**config.mk**
```make
export PLATFORM = sky130hd
export DESIGN_NAME = stpoc_top
export DESIGN_NICKNAME = d
export VERILOG_FILES = /design/src/design/stpoc_top.v
export VERILOG_INCLUDE_DIRS = /design/src /design/src/inc
export SDC_FILE = /design/constraint.sdc
export NUM_CORES = 1
export LEC_CHECK = 0
export BUFFER_PORTS_ARGS = -buffer_cell sky130_fd_sc_hd__buf_2
export CORE_MARGIN = 2
export CORE_UTILIZATION = 50
export DETAILED_ROUTE_END_ITERATION = 16
export GPL_TIMING_DRIVEN = 0
export PLACE_DENSITY = 0.83
export SLEW_MARGIN = 10
export SYNTH_ARGS = -nofsm -noshare
export SYNTH_HDL_FRONTEND = slang
export SYNTH_SLANG_ARGS = --single-unit
```
**constraint.sdc**
```tcl
create_clock -name clk_i -period 2.1 [get_ports clk_i]
set_clock_uncertainty 0.05 [all_clocks]
set_input_delay 0.105 -clock clk_i [delete_from_list [all_inputs] [get_ports clk_i]]
set_output_delay 0.105 -clock clk_i [all_outputs]
set_load 0.05 [all_outputs]
```
**src/inc/stpoc_regs.vh**
```
// Purpose: register indices, field positions and reset values of the
//          sensor timing output polarity control block
// Assumes: byte address on the bus is four times the register index
// Notes:   definitions only, no logic
`ifndef STPOC_REGS_VH
`define STPOC_REGS_VH

// page numbers reached through the bank select register
`define STPOC_PAGE_GATES 4'h7
`define STPOC_PAGE_PHASE 4'h8

// register indices inside a page
`define STPOC_IDX_GATE1 5'h19
`define STPOC_IDX_GATE2 5'h1a
`define STPOC_IDX_GATE3 5'h1b
`define STPOC_IDX_GATE4 5'h1c
`define STPOC_IDX_GATE5 5'h1d
`define STPOC_IDX_RSVD 5'h1e
`define STPOC_IDX_PAGE 5'h1f
`define STPOC_IDX_PHA 5'h00
`define STPOC_IDX_PHB 5'h01
`define STPOC_IDX_PHC 5'h02
`define STPOC_IDX_LINE 5'h1e

// phase pair control field positions
`define STPOC_EN_HI 6
`define STPOC_SRC_HI 5
`define STPOC_POL_HI 4
`define STPOC_EN_LO 2
`define STPOC_SRC_LO 1
`define STPOC_POL_LO 0
`define STPOC_PHASE_MASK 8'h77

// reset values
`define STPOC_RST_INV 4'h0
`define STPOC_RST_PHASE 8'h44
`define STPOC_RST_PAGE 4'h0
`define STPOC_RST_LINE 2'h0

`endif

```
**src/design/stpoc_top.v**
```verilog
// Purpose: conditions transfer gate and phase clock waveforms from the
//          timing generator before they leave for the image sensor
// Assumes: classic wishbone slave, 32-bit data, register data in bits 7:0
// Notes:   all outputs registered; waveforms arrive from same-clock logic
//
// Chosen here: register access over Wishbone.
`timescale 1ns/1ps
`include "stpoc_regs.vh"

module stpoc_top (
  input wire clk_i,
  input wire rst_i,
  input wire wb_cyc_i,
  input wire wb_stb_i,
  input wire wb_we_i,
  input wire [6:0] wb_adr_i,
  input wire [3:0] wb_sel_i,
  input wire [31:0] wb_dat_i,
  output wire [31:0] wb_dat_o,
  output wire wb_ack_o,
  input wire [4:0] gate_wave_i,
  input wire [5:0] phase_wave_i,
  input wire line_start_i,
  output wire [4:0] gate_o,
  output wire [5:0] phase_o,
  output wire [5:0] phase_oe_o,
  output wire [1:0] line_index_o
);

  // bus state
  reg ack_r;
  reg [31:0] rdat_r;
  reg [31:0] rdat_nxt;

  // configuration state
  reg [3:0] page_r;
  reg [19:0] gate_inv_r;
  reg [7:0] pha_r;
  reg [7:0] phb_r;
  reg [7:0] phc_r;

  // line sequencing
  reg [1:0] line_idx_r;

  // conditioned outputs
  reg [4:0] gate_r;
  reg [5:0] phase_r;
  reg [5:0] phase_oe_r;

  // decode helpers
  wire [4:0] idx;
  wire req;
  wire wr;
  wire lane0;
  wire on_page_reg;
  wire on_gates;
  wire on_phase;
  wire [7:0] wbyte;
  wire [4:0] gate_nxt;
  wire [5:0] phase_nxt;
  wire [5:0] phase_oe_nxt;

  // one request per ack; the ack cycle itself never starts a new one
  assign req = wb_cyc_i & wb_stb_i & ~ack_r;
  assign wr = req & wb_we_i;
  // all register data lives in byte lane 0
  assign lane0 = wb_sel_i[0];
  assign wbyte = wb_dat_i[7:0];
  assign idx = wb_adr_i[6:2];

  // page register is visible on every page
  assign on_page_reg = (idx == `STPOC_IDX_PAGE);
  assign on_gates = ~on_page_reg & (page_r == `STPOC_PAGE_GATES);
  assign on_phase = ~on_page_reg & (page_r == `STPOC_PAGE_PHASE);

  // bus ack: one cycle after the request, dropped the cycle after
  always @(posedge clk_i) begin
    if (rst_i) begin
      ack_r <= 1'b0;
    end else begin
      ack_r <= req;
    end
  end

  // bank select write; upper nibble not stored
  always @(posedge clk_i) begin
    if (rst_i) begin
      page_r <= `STPOC_RST_PAGE;
    end else if (wr && lane0 && on_page_reg) begin
      page_r <= wbyte[3:0];
    end
  end

  // gate override writes; bits 7:4 are not used and are dropped
  always @(posedge clk_i) begin
    if (rst_i) begin
      gate_inv_r <= {5{`STPOC_RST_INV}};
    end else if (wr && lane0 && on_gates) begin
      case (idx)
        `STPOC_IDX_GATE1: begin
          gate_inv_r[3:0] <= wbyte[3:0];
        end
        `STPOC_IDX_GATE2: begin
          gate_inv_r[7:4] <= wbyte[3:0];
        end
        `STPOC_IDX_GATE3: begin
          gate_inv_r[11:8] <= wbyte[3:0];
        end
        `STPOC_IDX_GATE4: begin
          gate_inv_r[15:12] <= wbyte[3:0];
        end
        `STPOC_IDX_GATE5: begin
          gate_inv_r[19:16] <= wbyte[3:0];
        end
        default: begin
          gate_inv_r <= gate_inv_r;
        end
      endcase
    end
  end

  // phase pair writes; bits 7 and 3 are not used and read as zero
  always @(posedge clk_i) begin
    if (rst_i) begin
      pha_r <= `STPOC_RST_PHASE;
      phb_r <= `STPOC_RST_PHASE;
      phc_r <= `STPOC_RST_PHASE;
    end else if (wr && lane0 && on_phase) begin
      case (idx)
        `STPOC_IDX_PHA: begin
          pha_r <= wbyte & `STPOC_PHASE_MASK;
        end
        `STPOC_IDX_PHB: begin
          phb_r <= wbyte & `STPOC_PHASE_MASK;
        end
        `STPOC_IDX_PHC: begin
          phc_r <= wbyte & `STPOC_PHASE_MASK;
        end
        default: begin
          phc_r <= phc_r;
        end
      endcase
    end
  end

  // read mux; unmapped indices and unknown pages read zero but still ack
  always @* begin
    rdat_nxt = 32'h0000_0000;
    if (on_page_reg) begin
      rdat_nxt[3:0] = page_r;
    end else if (on_gates) begin
      case (idx)
        `STPOC_IDX_GATE1: begin
          rdat_nxt[3:0] = gate_inv_r[3:0];
        end
        `STPOC_IDX_GATE2: begin
          rdat_nxt[3:0] = gate_inv_r[7:4];
        end
        `STPOC_IDX_GATE3: begin
          rdat_nxt[3:0] = gate_inv_r[11:8];
        end
        `STPOC_IDX_GATE4: begin
          rdat_nxt[3:0] = gate_inv_r[15:12];
        end
        `STPOC_IDX_GATE5: begin
          rdat_nxt[3:0] = gate_inv_r[19:16];
        end
        default: begin
          rdat_nxt = 32'h0000_0000;
        end
      endcase
    end else if (on_phase) begin
      case (idx)
        `STPOC_IDX_PHA: begin
          rdat_nxt[7:0] = pha_r;
        end
        `STPOC_IDX_PHB: begin
          rdat_nxt[7:0] = phb_r;
        end
        `STPOC_IDX_PHC: begin
          rdat_nxt[7:0] = phc_r;
        end
        `STPOC_IDX_LINE: begin
          rdat_nxt[1:0] = line_idx_r;
        end
        default: begin
          rdat_nxt = 32'h0000_0000;
        end
      endcase
    end
  end

  // read data captured with the request, held through the ack cycle
  always @(posedge clk_i) begin
    if (rst_i) begin
      rdat_r <= 32'h0000_0000;
    end else if (req) begin
      rdat_r <= rdat_nxt;
    end
  end

  // line counter wraps after line 3, matching the four override bits
  always @(posedge clk_i) begin
    if (rst_i) begin
      line_idx_r <= `STPOC_RST_LINE;
    end else if (line_start_i) begin
      line_idx_r <= line_idx_r + 2'h1;
    end
  end

  // per-gate line inversion; each lane sees only its own four bits
  stpoc_gate_lane u_lane_gate1 (
    .wave_i(gate_wave_i[0]),
    .row_i(gate_inv_r[3:0]),
    .line_i(line_idx_r),
    .lane_o(gate_nxt[0])
  );
  stpoc_gate_lane u_lane_gate2 (
    .wave_i(gate_wave_i[1]),
    .row_i(gate_inv_r[7:4]),
    .line_i(line_idx_r),
    .lane_o(gate_nxt[1])
  );
  stpoc_gate_lane u_lane_gate3 (
    .wave_i(gate_wave_i[2]),
    .row_i(gate_inv_r[11:8]),
    .line_i(line_idx_r),
    .lane_o(gate_nxt[2])
  );
  stpoc_gate_lane u_lane_gate4 (
    .wave_i(gate_wave_i[3]),
    .row_i(gate_inv_r[15:12]),
    .line_i(line_idx_r),
    .lane_o(gate_nxt[3])
  );
  stpoc_gate_lane u_lane_gate5 (
    .wave_i(gate_wave_i[4]),
    .row_i(gate_inv_r[19:16]),
    .line_i(line_idx_r),
    .lane_o(gate_nxt[4])
  );

  // phase pins: first of a pair takes bits 6:4, second bits 2:0
  stpoc_phase_lane u_lane_pha1 (
    .wave_i(phase_wave_i[0]),
    .en_i(pha_r[`STPOC_EN_HI]),
    .src_i(pha_r[`STPOC_SRC_HI]),
    .pol_i(pha_r[`STPOC_POL_HI]),
    .val_o(phase_nxt[0]),
    .oe_o(phase_oe_nxt[0])
  );
  stpoc_phase_lane u_lane_pha2 (
    .wave_i(phase_wave_i[1]),
    .en_i(pha_r[`STPOC_EN_LO]),
    .src_i(pha_r[`STPOC_SRC_LO]),
    .pol_i(pha_r[`STPOC_POL_LO]),
    .val_o(phase_nxt[1]),
    .oe_o(phase_oe_nxt[1])
  );
  stpoc_phase_lane u_lane_phb1 (
    .wave_i(phase_wave_i[2]),
    .en_i(phb_r[`STPOC_EN_HI]),
    .src_i(phb_r[`STPOC_SRC_HI]),
    .pol_i(phb_r[`STPOC_POL_HI]),
    .val_o(phase_nxt[2]),
    .oe_o(phase_oe_nxt[2])
  );
  stpoc_phase_lane u_lane_phb2 (
    .wave_i(phase_wave_i[3]),
    .en_i(phb_r[`STPOC_EN_LO]),
    .src_i(phb_r[`STPOC_SRC_LO]),
    .pol_i(phb_r[`STPOC_POL_LO]),
    .val_o(phase_nxt[3]),
    .oe_o(phase_oe_nxt[3])
  );
  stpoc_phase_lane u_lane_phc1 (
    .wave_i(phase_wave_i[4]),
    .en_i(phc_r[`STPOC_EN_HI]),
    .src_i(phc_r[`STPOC_SRC_HI]),
    .pol_i(phc_r[`STPOC_POL_HI]),
    .val_o(phase_nxt[4]),
    .oe_o(phase_oe_nxt[4])
  );
  stpoc_phase_lane u_lane_phc2 (
    .wave_i(phase_wave_i[5]),
    .en_i(phc_r[`STPOC_EN_LO]),
    .src_i(phc_r[`STPOC_SRC_LO]),
    .pol_i(phc_r[`STPOC_POL_LO]),
    .val_o(phase_nxt[5]),
    .oe_o(phase_oe_nxt[5])
  );

  // output flops; one cycle of latency traded for glitch-free pins
  always @(posedge clk_i) begin
    if (rst_i) begin
      gate_r <= 5'h00;
      phase_r <= 6'h00;
      phase_oe_r <= 6'h00;
    end else begin
      gate_r <= gate_nxt;
      phase_r <= phase_nxt;
      // level keeps following the waveform even while floating, so re-enabling is clean
      phase_oe_r <= phase_oe_nxt;
    end
  end

  // port drive
  assign wb_ack_o = ack_r;
  assign wb_dat_o = rdat_r;
  assign gate_o = gate_r;
  assign phase_o = phase_r;
  assign phase_oe_o = phase_oe_r;
  assign line_index_o = line_idx_r;

endmodule // stpoc_top

// one gate lane: the override bit of the current line flips the wave
module stpoc_gate_lane #(
  parameter integer IDX_W = 2
) (
  input wire wave_i,
  input wire [(1<<IDX_W)-1:0] row_i,
  input wire [IDX_W-1:0] line_i,
  output wire lane_o
);
  // a clear bit passes the waveform, a set bit inverts it
  assign lane_o = wave_i ^ row_i[line_i];
endmodule // stpoc_gate_lane

// one phase pin: source pick, then inversion, then the drive enable
module stpoc_phase_lane #(
  parameter [0:0] FORCED = 1'b1
) (
  input wire wave_i,
  input wire en_i,
  input wire src_i,
  input wire pol_i,
  output wire val_o,
  output wire oe_o
);
  wire picked;

  // forced level overrides the timing waveform before inversion
  assign picked = src_i ? FORCED : wave_i;
  assign val_o = picked ^ pol_i;
  // enable gates the drive only, so the value keeps running underneath
  assign oe_o = en_i;
endmodule // stpoc_phase_lane

```
==> flow_summary_export.csv <==
group,metric,value,unit
status,run_status,"complete, no violations",
logic_synthesis,synth_edf_count,0,
sta,setup_violations,0,
worst_setup_path,crit_start,"page_r[1]",
final_layout,utilization,0.646,
final_layout,drive_gt1_frac,0.276,
logic_synthesis,synth_top_flop_cell,"dfxtp_1",
worst_setup_path,arrival,2190,ps
pwr,power_density,767,nW/um^2
worst_setup_path,worst_ep_required_time,2330,ps
global_route,grt_pass1_vias,2855,
clock_tree,cts_tree,"yes",
clock_tree,clock_latency,350,ps
detailed_routing,viasPerCell,5.43,
detailed_routing,ant_nets,0,
sta,tns,0,ps
worst_setup_path,slowest_stage,"a2111oi_0",
detailed_routing,drt-pass1-iter-count,4,
pwr,leakage,1.87,nW
detailed_routing,drt-initial-drc-count,204,
clock_tree,clkSinkCount,69,
hold_path,hp-class,"primary input to flop",
pwr,ir_drop,0.598,mV
worst_setup_path,start_kind,"flop",
hold_path,hold-path-cell-count,4,
global_route,antenna_found_initial,0,
sta,worst_pin_slew,718,ps
worst_setup_path,path_max_fanout,4,
logic_synthesis,yosys_warnings,0,
global_route,grt_pass1_wl,13300,um
final_layout,diodes,0,
logic_synthesis,ys_types,46,
worst_setup_path,path_cells,"nand4b_1 > a2111oi_0 > a221oi_1 > nor3_1",
detailed_routing,routedWlPerCell,15.3,um
global_route,grt_max_degree,13,
floorplan,ios,112,
clock_tree,cts_max_level,3,
worst_setup_path,worstSetupEndpoint,"wb_dat_o[3]",
worst_setup_path,end_kind,"flop",
detailed_routing,drc,0,
placement,placed_area,3810,um^2
placement,place_hpwl,5960,um
floorplan,fp-row-count,29,
sta,finalCritPeriodShare,0.933,
global_route,grt_overflow_total,0,
logic_synthesis,ys_ff_latch,69,
logic_synthesis,synthArstFlopShare,0,
worst_setup_path,critPathKind,"flop to flop",
placement,io_buffers,51,
clock_tree,numCtsBuffers,9,
placement,globalplace.congestion,0.932,
floorplan,dieArea,7410,um^2
final_layout,syn_to_final_growth,23.1,%
logic_synthesis,synth_cells,369,
sta,period_minus_slack,1960,ps
detailed_routing,vias,2959,
sta,max_freq,0.510,GHz
worst_setup_path,rr_endpoint,"wb_dat_o[3]",
clock_tree,ctsRootBufferMaster,"clkbuf_8",
final_layout,fin_area,4150,um^2
sta,timing.final.hold_violations,0,
worst_setup_path,r2r_slack,140,ps
sta,relSlewSlack,0.509,
worst_setup_path,cpPeakStageDelay,700,ps
clock_tree,clk_pin_slew_worst_paths,70,ps
logic_synthesis,synthesis.area,3370,um^2
global_route,grtUsageTotal,0.233,
hold_path,min_from,"phase_wave_i[0]",
sta,slew_viol_final,0,
worst_setup_path,r2r_cells,4,
sta,rsz0062_at_grt,"no",
floorplan,start_util,0.524,
floorplan,core_region_area,6420,um^2
clock_tree,clockBufferDepth,2,
logic_synthesis,syn_avg_cell_area,9.13,um^2
floorplan,die_x,86.1,um
detailed_routing,drt_wl_total,8370,um
final_layout,fin_nets,523,
logic_synthesis,synth_seq_area_share,0.410,
floorplan,die_y,86.1,um
job,maxCapViolCount,0,
worst_setup_path,r2r-start,"page_r[1]",
-- layer usage --
layer  wire, um  global-route usage
met1       3290               0.274
met2       4060               0.387
met3        783              0.0703
met4        231               0.110
met5          0                   0
-- through the flow --
| stage | total power, mW | hold slack, ps | setup WS (ps) | instances |
|---|---|---|---|---|
| after floorplan | 1.73 | 192 | 296 | 393 |
| after global placement | 1.83 | 304 | 372 | 521 |
| after detailed placement | 1.83 | 311 | 337 | 521 |
| after CTS | 3.19 | 10.7 | 184 | 545 |
| after global routing | 3.28 | 12.2 | 77.1 | 545 |
| final | 3.18 | 17.8 | 140 | 545 |
-- worst min path at each step --
| stage | to |
|---|---|
| 2_1_floorplan | line_index_o[0] |
| 3_3_place_gp | gate_o[1] |
| 3_5_place_dp | gate_o[4] |
| 4_1_cts | phase_o[2] |
| 5_1_grt | phase_o[0] |
| 6_report | phase_o[0] |
-- area by class of cell --
cell class / instances / area [um^2]
fill: 532 / 2270
multi-input combinational: 274 / 1750
sequential: 69 / 1380
timing repair buffer: 59 / 335
buffer: 50 / 329
clock buffer: 11 / 151
clock inverter: 5 / 106
tap: 77 / 96.3
-- critical path: cells and delay by family, from the launching register on --
| family | cells | cell delay [ps] |
|---|---|---|
| simple gates | 2 | 480 |
| compound gates | 2 | 920 |
| flops | 1 | 430 |
-- power breakdown --
group | leakage, nW | total [mW] | switching, mW | internal, mW
combinational | 1.18 | 0.480 | 0.347 | 0.134
clock | 0.126 | 1.36 | 0.504 | 0.855
sequential | 0.562 | 1.34 | 0.00793 | 1.33
-- layout by cell type, fill, tap and decap left out, drive strengths merged, types with 5 or more instances in the layout --
cell type / count
dfxtp: 69
nor2b: 8
mux2i: 28
xnor2: 6
xor2: 7
nand3: 27
nor3: 10
nand2: 36
nor2: 48
clkbuf: 18
buf: 94
mux4: 5
conb: 25
and3: 8
a21oi: 21
a211o: 6
dlygate4sd3: 8
-- registers in the layout, indices dropped and copies added (netlist names) --
name	flops
phase_o	6
pha_r	6
gate_inv_r	20
phc_r	6
page_r	4
phb_r	6
gate_o	5
line_index_o	2
wb_ack_o	1
phase_oe_o	6
wb_dat_o	7
-- Yosys cell counts (6+ instances only) --
| library cell | instances | share of area |
|---|---|---|
| and3_1 | 8 | 0.015 |
| buf_2 | 11 | 0.016 |
| nor2b_1 | 8 | 0.015 |
| clkbuf_1 | 7 | 0.0078 |
| nor3_1 | 8 | 0.012 |
| mux2i_1 | 28 | 0.083 |
| nand2_1 | 32 | 0.036 |
| a211o_1 | 6 | 0.016 |
| dfxtp_1 | 69 | 0.41 |
| nor2_1 | 48 | 0.053 |
| xor2_1 | 7 | 0.018 |
| xnor2_1 | 6 | 0.016 |
| a21oi_1 | 21 | 0.031 |
| nand3_1 | 26 | 0.039 |
| buf_4 | 27 | 0.060 |
-- kinds of logic (layout without fill, tap and decap cells) --
logic type | after synthesis | count (layout) | share of synthesized area
buf+inv | 50 | 125 | 0.0977
compound gates | 47 | 47 | 0.0914
other cells | 1 | 25 | 0.00111
xor+xnor | 13 | 13 | 0.0338
simple gates | 152 | 152 | 0.236
flops | 69 | 69 | 0.410
mux | 37 | 37 | 0.130
-- timing repair --
item	in CTS	in global routing
resized for setup	0	0
buffers inserted	0	0
hold buffers	8	0
endpoints found under the hold margin	12	0
(Power assumes the default switching activity.)
